### config.mk
export PLATFORM = sky130hd
export DESIGN_NAME = wtc_watchdog
export DESIGN_NICKNAME = d
export VERILOG_FILES = /design/src/wtc_pkg.sv /design/src/wtc_watchdog.sv /design/src/wtc_sync.sv
export SDC_FILE = /design/constraint.sdc
export NUM_CORES = 1
export LEC_CHECK = 0
export BUFFER_PORTS_ARGS = -buffer_cell sky130_fd_sc_hd__buf_4
export CORE_MARGIN = 5
export CORE_UTILIZATION = 52
export DETAILED_ROUTE_END_ITERATION = 10
export PLACE_DENSITY = 0.79
export SLEW_MARGIN = 25
export SYNTH_ARGS = -nofsm -noshare
export SYNTH_HDL_FRONTEND = slang
export SYNTH_HIERARCHICAL = 1
export SYNTH_SLANG_ARGS = --single-unit
### constraint.sdc
create_clock -name clk -period 3 [get_ports clk]
set_clock_uncertainty 0.15 [all_clocks]
set_input_delay 0.3 -clock clk [delete_from_list [all_inputs] [get_ports clk]]
set_output_delay 0.3 -clock clk [all_outputs]
set_load 0.005 [all_outputs]
### src/wtc_pkg.sv
`default_nettype none

package wtc_pkg;

	// ============================================================
	// register map (byte addresses on the APB)
	localparam logic [11:0] ADDR_CONTROL    = 12'h000;
	localparam logic [11:0] ADDR_STATUS     = 12'h004;

	// ============================================================
	// control register field positions
	localparam int          FLAG_BIT        = 7;
	localparam int          IRQ_EN_BIT      = 6;
	localparam int          SEL_HI_BIT      = 5;
	localparam int          UNLOCK_BIT      = 4;
	localparam int          RESET_EN_BIT    = 3;
	localparam int          SEL_LO_MSB      = 2;

	// status register field positions
	localparam int          STATUS_MODE_LSB = 24;

	// ============================================================
	// reset values
	localparam logic [3:0]  SEL_RESET       = 4'h0;
	localparam logic [20:0] COUNT_RESET     = 21'h000000;
	localparam logic [31:0] RDATA_RESET     = 32'h00000000;

	// ============================================================
	// timing
	localparam logic [2:0]  UNLOCK_CYCLES   = 3'h4;
	localparam logic [20:0] TIMEOUT_BASE    = 21'h000800;
	localparam logic [3:0]  SEL_LAST        = 4'h9;

	// ============================================================
	// modes and register decode
	typedef enum logic [1:0] {
		MODE_STOPPED = 2'b00,
		MODE_IRQ     = 2'b01,
		MODE_RESET   = 2'b10,
		MODE_BOTH    = 2'b11
	} wtc_mode_type;

	typedef enum logic [1:0] {
		REG_CONTROL = 2'b00,
		REG_STATUS  = 2'b01,
		REG_NONE    = 2'b11
	} wtc_reg_type;

	// ============================================================
	// state carriers
	typedef struct packed {
		logic        meta;
		logic        level;
		logic        last;
		logic        rise;
	} wtc_sync_state_type;

	typedef struct packed {
		logic        flag;
		logic        irq_en;
		logic        unlock;
		logic [2:0]  unlock_cnt;
		logic        reset_en;
		logic [3:0]  sel;
		logic [20:0] count;
		logic        pready;
		logic        pslverr;
		logic [31:0] prdata;
		logic        irq_req;
		logic        sys_reset;
	} wtc_state_type;

endpackage : wtc_pkg

`default_nettype wire

### src/wtc_watchdog.sv
// Chosen here: the register offsets and the APB register port.
`default_nettype none

// How it works
// - time-out in interrupt mode sets flag
// - vector execution or writing one clears flag
// - request needs flag, enable and global enable
// - combined mode: vector clears enable and flag
// - combined mode: unserviced second time-out resets
// - reset and interrupt enables select mode
// - clearing reset enable or select needs unlock
// - unlock bit self-clears after four cycles
// - dog reset flag forces reset enable set
// - select split at bit 5 and 2..0
// - codes 0..9 double 2048 up to 1048576
// - counter advances on watchdog oscillator cycles
// - fuse forces reset mode, enables locked
// - restart instruction clears counter to zero
module wtc_watchdog (
	// clock and reset
	input  wire logic        clk,
	input  wire logic        reset_n,
	// apb slave
	input  wire logic        psel,
	input  wire logic        penable,
	input  wire logic        pwrite,
	input  wire logic [11:0] paddr,
	input  wire logic [31:0] pwdata,
	output logic [31:0]      prdata,
	output logic             pready,
	output logic             pslverr,
	// processor side, same clock
	input  wire logic        cpu_irq_global_en,
	input  wire logic        vector_ack,
	input  wire logic        restart_instr,
	input  wire logic        dog_reset_flag,
	// pins from outside the clock domain
	input  wire logic        always_on_fuse,
	input  wire logic        wdt_osc_in,
	// outputs
	output logic             irq_req,
	output logic             sys_reset_req
);

	wtc_pkg::wtc_state_type q;
	wtc_pkg::wtc_state_type d;

	logic                    fuse_level;
	logic                    osc_rise;
	logic                    reset_en_eff;
	logic                    irq_en_eff;
	wtc_pkg::wtc_mode_type   mode;
	logic                    access;
	logic                    ctl_write;
	logic                    unlock_load;
	logic                    timeout;
	logic                    irq_cond;
	logic [20:0]             terminal;

	// ============================================================
	// decode and time-out functions
	function automatic wtc_pkg::wtc_reg_type reg_decode(input logic [11:0] addr);
		case (addr)
			wtc_pkg::ADDR_CONTROL: reg_decode = wtc_pkg::REG_CONTROL;
			wtc_pkg::ADDR_STATUS:  reg_decode = wtc_pkg::REG_STATUS;
			default:               reg_decode = wtc_pkg::REG_NONE;
		endcase
	endfunction : reg_decode

	// reserved codes fall back to the longest period, the safest choice
	function automatic logic [20:0] last_count(input logic [3:0] sel);
		logic [3:0] s;
		s = (sel > wtc_pkg::SEL_LAST) ? wtc_pkg::SEL_LAST : sel;
		last_count = (wtc_pkg::TIMEOUT_BASE << s) - 21'h000001;
	endfunction : last_count

	// ============================================================
	// crossings from the pins
	wtc_sync u_osc_sync (
		.clk     (clk),
		.reset_n (reset_n),
		.async_in(wdt_osc_in),
		.level_q (),
		.rise_q  (osc_rise)
	);

	// the fuse is a static strap, but it still goes through two flops
	wtc_sync u_fuse_sync (
		.clk     (clk),
		.reset_n (reset_n),
		.async_in(always_on_fuse),
		.level_q (fuse_level),
		.rise_q  ()
	);

	// ============================================================
	// effective mode bits
	always_comb begin
		reset_en_eff = q.reset_en | dog_reset_flag | fuse_level;
		irq_en_eff   = q.irq_en & ~fuse_level;
		mode         = wtc_pkg::wtc_mode_type'({reset_en_eff, irq_en_eff});
		if (fuse_level) begin
			mode = wtc_pkg::MODE_RESET;
		end
		terminal     = last_count(q.sel);
		access       = psel & penable & ~q.pready;
		// a write lands at the edge that completes the transfer
		ctl_write    = psel & penable & q.pready & pwrite &
			       (reg_decode(paddr) == wtc_pkg::REG_CONTROL);
		unlock_load  = ctl_write & pwdata[wtc_pkg::UNLOCK_BIT];
		// the tick comes out of the synchroniser, never from the raw pin
		timeout      = osc_rise & ~restart_instr & (mode != wtc_pkg::MODE_STOPPED) &
			       (q.count == terminal);
		irq_cond     = q.flag & irq_en_eff & cpu_irq_global_en;
	end

	// ============================================================
	// next state
	always_comb begin
		d           = q;
		d.pready    = 1'b0;
		d.pslverr   = 1'b0;
		d.sys_reset = 1'b0;

		// unlock window countdown
		if (q.unlock_cnt == 3'h1) begin
			d.unlock     = 1'b0;
			d.unlock_cnt = 3'h0;
		end else if (q.unlock_cnt != 3'h0) begin
			d.unlock_cnt = q.unlock_cnt - 3'h1;
		end

		// counter
		if (mode == wtc_pkg::MODE_STOPPED) begin
			d.count = wtc_pkg::COUNT_RESET;
		end else if (restart_instr) begin
			d.count = wtc_pkg::COUNT_RESET;
		end else if (osc_rise) begin
			if (q.count == terminal) begin
				d.count = wtc_pkg::COUNT_RESET;
			end else begin
				d.count = q.count + 21'h000001;
			end
		end

		// vector execution clears the flag, and the enable in combined mode
		if (vector_ack) begin
			d.flag = 1'b0;
			if (mode == wtc_pkg::MODE_BOTH) begin
				d.irq_en = 1'b0;
			end
		end

		// apb access: one wait state, then pready
		if (access) begin
			d.pready = 1'b1;
			case (reg_decode(paddr))
				wtc_pkg::REG_CONTROL: begin
					d.prdata = {24'h000000, q.flag, irq_en_eff, q.sel[3],
						    q.unlock, reset_en_eff, q.sel[2:0]};
				end
				wtc_pkg::REG_STATUS: begin
					d.prdata = wtc_pkg::RDATA_RESET;
					d.prdata[wtc_pkg::STATUS_MODE_LSB +: 2] = mode;
					d.prdata[20:0] = q.count;
				end
				default: begin
					d.prdata  = wtc_pkg::RDATA_RESET;
					d.pslverr = 1'b1;
				end
			endcase
		end

		if (ctl_write) begin
			if (pwdata[wtc_pkg::FLAG_BIT]) begin
				d.flag = 1'b0;
			end
			d.irq_en = pwdata[wtc_pkg::IRQ_EN_BIT];
			// setting reset enable is always taken; clearing needs the window
			if (pwdata[wtc_pkg::RESET_EN_BIT]) begin
				d.reset_en = 1'b1;
			end else if (q.unlock) begin
				d.reset_en = 1'b0;
			end
			if (q.unlock) begin
				d.sel = {pwdata[wtc_pkg::SEL_HI_BIT],
					 pwdata[wtc_pkg::SEL_LO_MSB:0]};
			end
			// a write with unlock low closes the window at once
			if (unlock_load) begin
				d.unlock     = 1'b1;
				d.unlock_cnt = wtc_pkg::UNLOCK_CYCLES;
			end else begin
				d.unlock     = 1'b0;
				d.unlock_cnt = 3'h0;
			end
		end

		// time-out action; a set beats any clear of the same cycle
		if (timeout) begin
			case (mode)
				wtc_pkg::MODE_IRQ: begin
					d.flag = 1'b1;
				end
				wtc_pkg::MODE_RESET: begin
					d.sys_reset = 1'b1;
				end
				wtc_pkg::MODE_BOTH: begin
					if (q.flag) begin
						d.sys_reset = 1'b1;
					end else begin
						d.flag = 1'b1;
					end
				end
				default: begin
					d.sys_reset = 1'b0;
				end
			endcase
		end

		// locks applied last so that no path can undo them
		if (dog_reset_flag) begin
			d.reset_en = 1'b1;
		end
		if (fuse_level) begin
			d.irq_en = 1'b0;
		end
		d.irq_req = irq_cond;
	end

	// ============================================================
	// registers
	always_ff @(posedge clk) begin
		if (!reset_n) begin
			q            <= '0;
			q.sel        <= wtc_pkg::SEL_RESET;
			q.count      <= wtc_pkg::COUNT_RESET;
			q.prdata     <= wtc_pkg::RDATA_RESET;
		end else begin
			q <= d;
		end
	end

	assign prdata        = q.prdata;
	assign pready        = q.pready;
	assign pslverr       = q.pslverr;
	assign irq_req       = q.irq_req;
	assign sys_reset_req = q.sys_reset;

	// ============================================================
	// assertions
	flag_set_a: assert property (
		@(posedge clk) disable iff (!reset_n)
		(timeout && mode == wtc_pkg::MODE_IRQ) |=> q.flag
	) else $error("flag not set by time-out in interrupt mode");

	flag_clear_a: assert property (
		@(posedge clk) disable iff (!reset_n)
		(vector_ack && !timeout) |=> !q.flag
	) else $error("flag not cleared by vector execution");

	flag_write_a: assert property (
		@(posedge clk) disable iff (!reset_n)
		(ctl_write && pwdata[wtc_pkg::FLAG_BIT] && !timeout) |=> !q.flag
	) else $error("flag not cleared by writing one");

	irq_gate_a: assert property (
		@(posedge clk) disable iff (!reset_n)
		##1 (irq_req == $past(irq_cond))
	) else $error("interrupt request not gated by flag and enables");

	combined_ack_a: assert property (
		@(posedge clk) disable iff (!reset_n)
		(vector_ack && mode == wtc_pkg::MODE_BOTH && !ctl_write) |=> !q.irq_en
	) else $error("combined mode vector did not clear enable");

	combined_reset_a: assert property (
		@(posedge clk) disable iff (!reset_n)
		(timeout && mode == wtc_pkg::MODE_BOTH && q.flag) |=> sys_reset_req
	) else $error("unserviced second time-out did not reset");

	stopped_idle_a: assert property (
		@(posedge clk) disable iff (!reset_n)
		(!reset_en_eff && !irq_en_eff && !fuse_level) |=> (q.count == 21'h000000) && !sys_reset_req
	) else $error("stopped mode still counting");

	locked_select_a: assert property (
		@(posedge clk) disable iff (!reset_n)
		(ctl_write && !q.unlock) |=> (q.sel == $past(q.sel))
	) else $error("select changed without unlock");

	unlock_load_a: assert property (
		@(posedge clk) disable iff (!reset_n)
		unlock_load ##1 (!ctl_write) [*3] |=> q.unlock
	) else $error("unlock window shorter than four cycles");

	unlock_expire_a: assert property (
		@(posedge clk) disable iff (!reset_n)
		(q.unlock_cnt == 3'h1 && !ctl_write) |=> !q.unlock
	) else $error("unlock did not clear after four cycles");

	dog_flag_a: assert property (
		@(posedge clk) disable iff (!reset_n)
		dog_reset_flag |=> q.reset_en
	) else $error("reset enable not forced by dog reset flag");

	select_terminal_a: assert property (
		@(posedge clk) disable iff (!reset_n)
		timeout |-> (q.count == terminal) && (terminal[10:0] == 11'h7FF)
	) else $error("time-out at wrong count");

	osc_step_a: assert property (
		@(posedge clk) disable iff (!reset_n)
		(!osc_rise && !restart_instr && mode != wtc_pkg::MODE_STOPPED)
			|=> (q.count == $past(q.count))
	) else $error("counter moved without an oscillator cycle");

	fuse_lock_a: assert property (
		@(posedge clk) disable iff (!reset_n)
		fuse_level |-> (mode == wtc_pkg::MODE_RESET) && reset_en_eff && !irq_en_eff
	) else $error("fuse did not force reset mode");

	restart_zero_a: assert property (
		@(posedge clk) disable iff (!reset_n)
		restart_instr |=> (q.count == 21'h000000)
	) else $error("restart did not clear the counter");

	reset_pulse_a: assert property (
		@(posedge clk) disable iff (!reset_n)
		(timeout && mode == wtc_pkg::MODE_RESET) |=> sys_reset_req ##1 !sys_reset_req
	) else $error("reset request not a one-cycle pulse");

	synced_event_a: assert property (
		@(posedge clk) disable iff (!reset_n)
		timeout |-> osc_rise
	) else $error("time-out without synchronised oscillator edge");

endmodule : wtc_watchdog

`default_nettype wire

### src/wtc_sync.sv
`default_nettype none

// two-flop synchroniser with a registered rising-edge pulse
module wtc_sync (
	// clock and reset
	input  wire logic clk,
	input  wire logic reset_n,
	// asynchronous level in
	input  wire logic async_in,
	// synchronised outputs
	output logic      level_q,
	output logic      rise_q
);

	wtc_pkg::wtc_sync_state_type q;
	wtc_pkg::wtc_sync_state_type d;

	// ============================================================
	// next state
	always_comb begin
		d = q;
		// meta is read by the level flop only
		d.meta  = async_in;
		d.level = q.meta;
		d.last  = q.level;
		d.rise  = q.level & ~q.last;
	end

	// ============================================================
	// registers
	always_ff @(posedge clk) begin
		if (!reset_n) begin
			q <= '0;
		end else begin
			q <= d;
		end
	end

	assign level_q = q.level;
	assign rise_q  = q.rise;

endmodule : wtc_sync

`default_nettype wire

==> summary.md, run 1 <==
| Metric | Value |
|---|---|
| Status | `complete, no violations` |
| PostCTS Resize Cnt | `0` |
| Die height | `89.1 um` |
| Top delay family on crit path | `simple AND/OR/NAND/NOR gates` |
| Reg power frac | `0.488` |
| Nets | `463` |
| Switching Fraction | `0.230` |
| Fillcell total | `539` |
| Critical Path AT | `2.82 ns` |
| Buffers & Inverters on Critical Path | `1` |
| Clock power share | `0.416` |
| Critical Path RT | `3.08 ns` |
| Crit path time final | `2.74 ns` |
| Drt pass-1 iters | `4` |
| Crit-path cells | `or4_1 -> ha_1 -> or3_1 -> a21oi_1 -> o21ai_0 -> a22o_1 -> o21ai_2 -> buf_12 -> nor2_1` |
| # diodes | `0` |
| Gpl congestion | `0.893` |
| Switch Pwr | `426 uW` |
| Int Power | `1430 uW` |
| Cell count of the worst reg-to-reg path | `9` |
| Startpoint Class | `flop` |
| Clock root cell | `clkbuf_8` |
| Vias | `2670` |
| Final Slew Violations | `0` |
| I/O pins | `91` |
| CTS Hold Bufs | `0` |
| Post-CTS setup buffer count | `0` |
| Routed len/inst | `15.2 um` |
| Final setup violation count | `0` |
| P per Cell Area | `496 nW/um^2` |
| Avg Cell Area, Syn | `8.78 um^2` |
| Slew headroom | `0.576` |
| Count of standard-cell rows | `28` |
| Peak VDD IR | `0.382 mV` |
| Post-route ant nets | `0` |
| Final worst path period share | `0.914` |
| Setup_tns | `0 ns` |
| Worst min-delay path category | `primary input to flop` |
| Dpl hpwl | `5330 um` |
| Slew @ Worst Pin | `0.634 ns` |
| CTS clk-pin slew, worst paths | `0.07 ns` |
| Worst skew pair latency | `0.35 ns` |
| Via density | `5.53` |
| Multi-input gate area | `1620 um^2` |
| Largest net degree at the start of global routing | `42` |
| R2r endpoint | `q[43]$_SDFFE_PP0P_` |
| Core Util, Final | `0.625` |
| IO buf count | `57` |
| Hold Path Cell Cnt | `2` |
| Worst setup EP type | `flop` |
| Register area | `1300 um^2` |
| Fmax achieved | `365 MHz` |
| Layout cells sized above 1 | `0.225` |
| RR Startpoint | `q[57]$_SDFFE_PN0P_` |
| CTS tree | `yes` |
| Clock Tree Buf Depth | `2` |
| Initial cell density of the core | `0.542` |
| Drc violations | `0` |
| Worst Path Max Fanout | `13` |
| H-tree levels | `3` |
| Mapped Cells | `370` |
| Clk sinks | `65` |
| Slowest cell delay on critical path | `0.57 ns` |
| Inserted Clock Buffers | `9` |
| Iter 0 DRT Violations | `188` |
| Comb pwr share | `0.096` |
| Global-route usage over all layers | `0.200` |
| Initial antenna violation count | `0` |
| Crit Path Category | `flop to flop` |
| HP Start | `always_on_fuse` |
| Critical-path top delay cell | `or4_1` |
| Mapped Area | `3250 um^2` |
| Reg-to-reg slack, setup | `0.26 ns` |
| Die area | `7930 um^2` |
| Number of global-route vias before repair | `2554` |
| Hold Fails Final Rpt | `0` |
| Yosys warns | `6` |
| DIE WIDTH | `89.1 um` |
| WHS Endpoint | `u_fuse_sync/d[2]$_SDFF_PN0_` |
| Core area | `5990 um^2` |
| Global route overflow | `0` |
| Max Cap Viol | `0` |
| RSZ-0062 raised after global routing | `no` |
| Final wirelength | `7340 um` |
| Area Overhead vs Synth | `15.2%` |
| First-pass GRT wire length | `12100 um` |
| Pleak | `0.00145 uW` |
==> metal layers <==
| metal | vias up | track usage | routed length (um) |
|---|---|---|---|
| li1 | 1322 | - | - |
| met1 | 1270 | 0.236 | 3000 |
| met4 | 0 | 0.0907 | 166 |
| met2 | 63 | 0.345 | 3710 |
| met3 | 15 | 0.0452 | 463 |
| met5 | - | 0 | 0 |
==> power groups by stage <==
| stage | Combinational [uW] | Sequential (uW) | Clock [uW] |
|---|---|---|---|
| finish | 178 | 905 | 772 |
| global route | 207 | 907 | 836 |
| CTS | 180 | 904 | 788 |
| detailed placement | 179 | 923 | 0 |
| global placement | 172 | 922 | 0 |
| floorplan | 129 | 919 | 0 |
==> registers in the layout (all words and copies together) (netlist names) <==
name                 count
q                       32
u_osc_sync/rise_q        1
u_osc_sync/q             1
u_fuse_sync/level_q      1
irq_req                  1
u_osc_sync/d             1
sys_reset_req            1
pready                   1
pslverr                  1
u_fuse_sync/d            1
prdata                  23
u_osc_sync/level_q       1
==> cell type report <==
type	instances	area share
clock buffer	14	0.0461
clock inverter	2	0.00936
inverter	9	0.00903
multi-input combinational	255	0.433
sequential	65	0.348
tap	75	0.0251
timing repair buffer	63	0.130
==> worst max-delay path by stage <==
stage                                    end  cells past startpoint  slack [ns]          startpoint
final                     q[43]$_SDFFE_PP0P_                      9        0.26  q[57]$_SDFFE_PN0P_
after global routing      q[37]$_SDFFE_PP0P_                      8        0.06  q[57]$_SDFFE_PN0P_
after CTS                 q[43]$_SDFFE_PP0P_                      9        0.26  q[57]$_SDFFE_PN0P_
after detailed placement  q[43]$_SDFFE_PP0P_                      9        0.28  q[57]$_SDFFE_PN0P_
after global placement    q[53]$_SDFFE_PP0P_                      9        0.35  q[57]$_SDFFE_PN0P_
after floorplan           q[47]$_SDFFE_PP0P_                     10        0.40  q[58]$_SDFFE_PN0P_
==> cells in the final DEF, fill, tap and decap left out, types with 4 or more instances in the layout <==
master / count
o21ai_0: 5
nor3_1: 4
conb_1: 9
nand2_1: 27
ha_1: 5
buf_4: 62
clkbuf_8: 12
a21boi_0: 8
nand4_1: 8
inv_1: 9
nor2_1: 33
nand3_1: 19
a21oi_1: 6
nand2b_1: 6
a22o_1: 11
and3_1: 6
dfxtp_1: 65
nor2b_1: 19
a22oi_1: 15
xnor2_1: 6
xor2_1: 15
and2_2: 5
==> stage by stage <==
step           area [um^2]  instances  hold slack, ns  setup WS [ns]  power [uW]
2_1_floorplan         3280        378           0.270          0.399        1050
3_3_place_gp          3530        467           0.273          0.349        1090
3_5_place_dp          3530        467           0.279          0.278        1100
4_1_cts               3740        483          0.0193          0.259        1870
5_1_grt               3740        483          0.0295         0.0648        1950
6_report              3740        483          0.0320          0.259        1850
(Power assumes the default switching activity.)
==> run 2: changes to the inputs <==
--- a/config.mk
+++ b/config.mk
@@ -7,11 +7,11 @@
 export LEC_CHECK = 0
 export BUFFER_PORTS_ARGS = -buffer_cell sky130_fd_sc_hd__buf_4
 export CORE_MARGIN = 5
-export CORE_UTILIZATION = 52
+export CORE_UTILIZATION = 57
 export DETAILED_ROUTE_END_ITERATION = 10
-export PLACE_DENSITY = 0.79
+export PLACE_DENSITY = 0.86
+export RECOVER_POWER = 50
 export SLEW_MARGIN = 25
 export SYNTH_ARGS = -nofsm -noshare
 export SYNTH_HDL_FRONTEND = slang
-export SYNTH_HIERARCHICAL = 1
 export SYNTH_SLANG_ARGS = --single-unit
==> constraint.sdc (replaced) <==
create_clock -name clk -period 3.5 [get_ports clk]
set_clock_uncertainty 0.15 [all_clocks]
set_input_delay 0.35 -clock clk [delete_from_list [all_inputs] [get_ports clk]]
set_output_delay 0.35 -clock clk [all_outputs]
set_load 0.005 [all_outputs]
==> summary.md, run 2 <==
| Metric | Value |
|---|---|
| I/O pins | `91` |
| Nets | `477` |
| Die area | `7590 um^2` |
| Setup crit start | `q[57]$_SDFFE_PN0P_` |
| Post-synthesis simple-gate area fraction | `0.265` |
| Critical Path RT | `3.57 ns` |
| Max Cap Viol | `1` |
| CTS clk-pin slew, worst paths | `0.07 ns` |
| Largest register FFs | `32` |
| Largest net degree at the start of global routing | `43` |
| Drc violations | `0` |
| Top reg by flops | `q` |
| Pleak | `0.00146 uW` |
| DIE WIDTH | `87.1 um` |
| Top post-synthesis cells by area | `dfxtp_1 (38%), buf_4 (7.1%), nor2b_1 (4.4%)` |
| R2r endpoint | `q[54]$_SDFFE_PP0P_` |
| Worst Path Max Fanout | `10` |
| RR Startpoint | `q[57]$_SDFFE_PN0P_` |
| Final Slew Violations | `43` |
| Clock root cell | `clkbuf_8` |
| Layout cells sized above 1 | `0.237` |
| Synth cell types | `63` |
| FF+latch count, synth | `65` |
| Clk sinks | `65` |
| Inserted Clock Buffers | `9` |
| Status | `finished, violations left` |
| Mapped Cells | `387` |
| Worst skew pair latency | `0.35 ns` |
| Routed len/inst | `15.6 um` |
| Slew headroom | `-0.0199` |
| Post-synth top cells | `dfxtp_1 (65), buf_4 (32), nand2_1 (29), nor2b_1 (24), nand3_1 (23)` |
| Avg Cell Area, Syn | `8.76 um^2` |
| Mapped Area | `3390 um^2` |
| # diodes | `0` |
| Largest area contributor in the netlist | `dfxtp_1` |
| Initial antenna violation count | `0` |
| Worst setup EP type | `flop` |
| P per Cell Area | `420 nW/um^2` |
| Yosys warns | `0` |
| Via density | `5.64` |
| Cell count of the worst reg-to-reg path | `8` |
| Startpoint Class | `flop` |
| Multiplexer share of the synthesized area | `0.00885` |
| Most frequent cell after synthesis | `dfxtp_1` |
| HP Start | `always_on_fuse` |
| Failing checks | `max-capacitance violations, max-slew violations` |
| Drt pass-1 iters | `4` |
| Global-route usage over all layers | `0.214` |
| Yosys top cell area share | `0.384` |
| Number of enable flip-flop cells after synthesis | `0` |
| Post-CTS setup buffer count | `0` |
| Critical Path AT | `3.09 ns` |
| Register area share after synthesis | `0.384` |
| Most used cells in the layout excluding fill and tap cells | `dfxtp_1 (65), buf_4 (36), nand2_1 (29)` |
| Vias | `2805` |
| Final setup violation count | `0` |
| Global route overflow | `0` |
| Iter 0 DRT Violations | `124` |
| Fmax achieved | `331 MHz` |
| XOR/XNOR share of the synthesized area | `0.0465` |
| Final wirelength | `7760 um` |
| Count of standard-cell rows | `28` |
| WHS | `0.0631 ns` |
| Gpl congestion | `0.894` |
| Post-synthesis compound-gate area fraction | `0.166` |
| Worst min-delay path category | `primary input to flop` |
| Fillcell total | `461` |
| Post-Synth Adder-Cell Area | `0.0184` |
| Top Registers | `q: 32 flops, prdata: 23 flops` |
| IO buf count | `57` |
| Hold Fails Final Rpt | `0` |
| RSZ-0062 raised after global routing | `no` |
| Post-route ant nets | `0` |
| Number of global-route vias before repair | `2702` |
| Dpl hpwl | `5510 um` |
| Peak VDD IR | `0.295 mV` |
| H-tree levels | `3` |
| First-pass GRT wire length | `12800 um` |
| Crit Path Category | `flop to flop` |
| Most common cell after layout, fill and taps aside | `dfxtp_1` |
| Setup_tns | `0 ns` |
| Initial cell density of the core | `0.580` |
| Final worst path period share | `0.862` |
| CP Capture Point | `q[54]$_SDFFE_PP0P_` |
| Clock Tree Buf Depth | `2` |
| PostCTS Resize Cnt | `0` |
| Crit path time final | `3.02 ns` |
| Area Overhead vs Synth | `14.0%` |
| Reg-to-reg slack, setup | `0.48 ns` |
| Core area | `5850 um^2` |
| CTS tree | `yes` |
| Synth Flop Type | `dfxtp_1` |
| Slew @ Worst Pin | `1.53 ns` |
| CTS Hold Bufs | `0` |
| Largest family of logic cells by synthesized area | `simple AND/OR/NAND/NOR gates` |
| Ys async rst share | `0` |
| Die height | `87.1 um` |
-- run 2: changes by cell type in the layout (fill, tap and decap cells not counted), moves of 5 or more --
cell	previous run	this run
clkbuf_4	0	23
and2_2	5	0
nor3_1	4	11
buf_4	62	36
nor2b_1	19	24
a21oi_1	6	11
nor2_2	0	10
nor2_1	33	12
a21boi_0	8	3
nand4_1	8	3
-- run 2: through the flow --
stage,total power (uW),setup slack [ns],util,instances,cell area (um^2)
floorplan,901,0.765,-,395,3420
global placement,937,0.580,0.628,481,3680
detailed placement,946,0.499,0.628,481,3680
CTS,1640,0.495,0.666,497,3890
global route,1700,0.393,0.661,497,3870
finish,1630,0.483,0.661,497,3870
-- run 2: kinds of logic after synthesis --
| logic type | count (synthesis) |
|---|---|
| compound gates | 76 |
| xor+xnor | 18 |
| flops | 65 |
| fa+ha+maj | 5 |
| mux | 3 |
| simple gates | 154 |
| buf+inv | 65 |
| other cells | 1 |
-- run 2: area by class of cell --
type / instances / area (um^2) / area share
well taps: 75 / 93.8 / 0.0243
inverters: 11 / 41.3 / 0.0107
clock inverters: 7 / 95.1 / 0.0246
clock buffers: 9 / 124 / 0.0320
multi-input cells: 265 / 1750 / 0.452
repair buffers: 65 / 465 / 0.120
flip-flops and latches: 65 / 1300 / 0.336
-- run 2: where the power goes --
part / internal (uW) / switching (uW) / total, uW
clock network: 400 / 298 / 698
logic: 76.6 / 77.0 / 154
registers: 759 / 15.7 / 775
-- run 2: worst min path at each step --
stage                                   end  slack, ns  depth (start not counted)
4_1_cts         u_fuse_sync.d[2]$_SDFF_PN0_       0.05                          2
3_5_place_dp   u_osc_sync.rise_q$_SDFF_PN0_       0.23                          1
5_1_grt         u_fuse_sync.d[2]$_SDFF_PN0_       0.05                          2
6_report        u_fuse_sync.d[2]$_SDFF_PN0_       0.06                          2
2_1_floorplan  u_osc_sync.rise_q$_SDFF_PN0_       0.22                          1
3_3_place_gp   u_osc_sync.rise_q$_SDFF_PN0_       0.22                          1
-- run 2: per-layer routing --
layer / GRT usage / wire, um
met1: 0.245 / 3150
met2: 0.378 / 4110
met3: 0.0577 / 394
met4: 0.0823 / 111
met5: 0 / 0
-- run 2: worst max-delay path: stages, from the launching register on --
cell and delay [ns]:
dfxtp_1 0.31, or4_4 0.54, ha_1 0.35, or3_1 0.37, a211o_1 0.28, o211ai_2 0.10
nand4b_4 0.24, o21ai_4 0.46, nor2_2 0.08
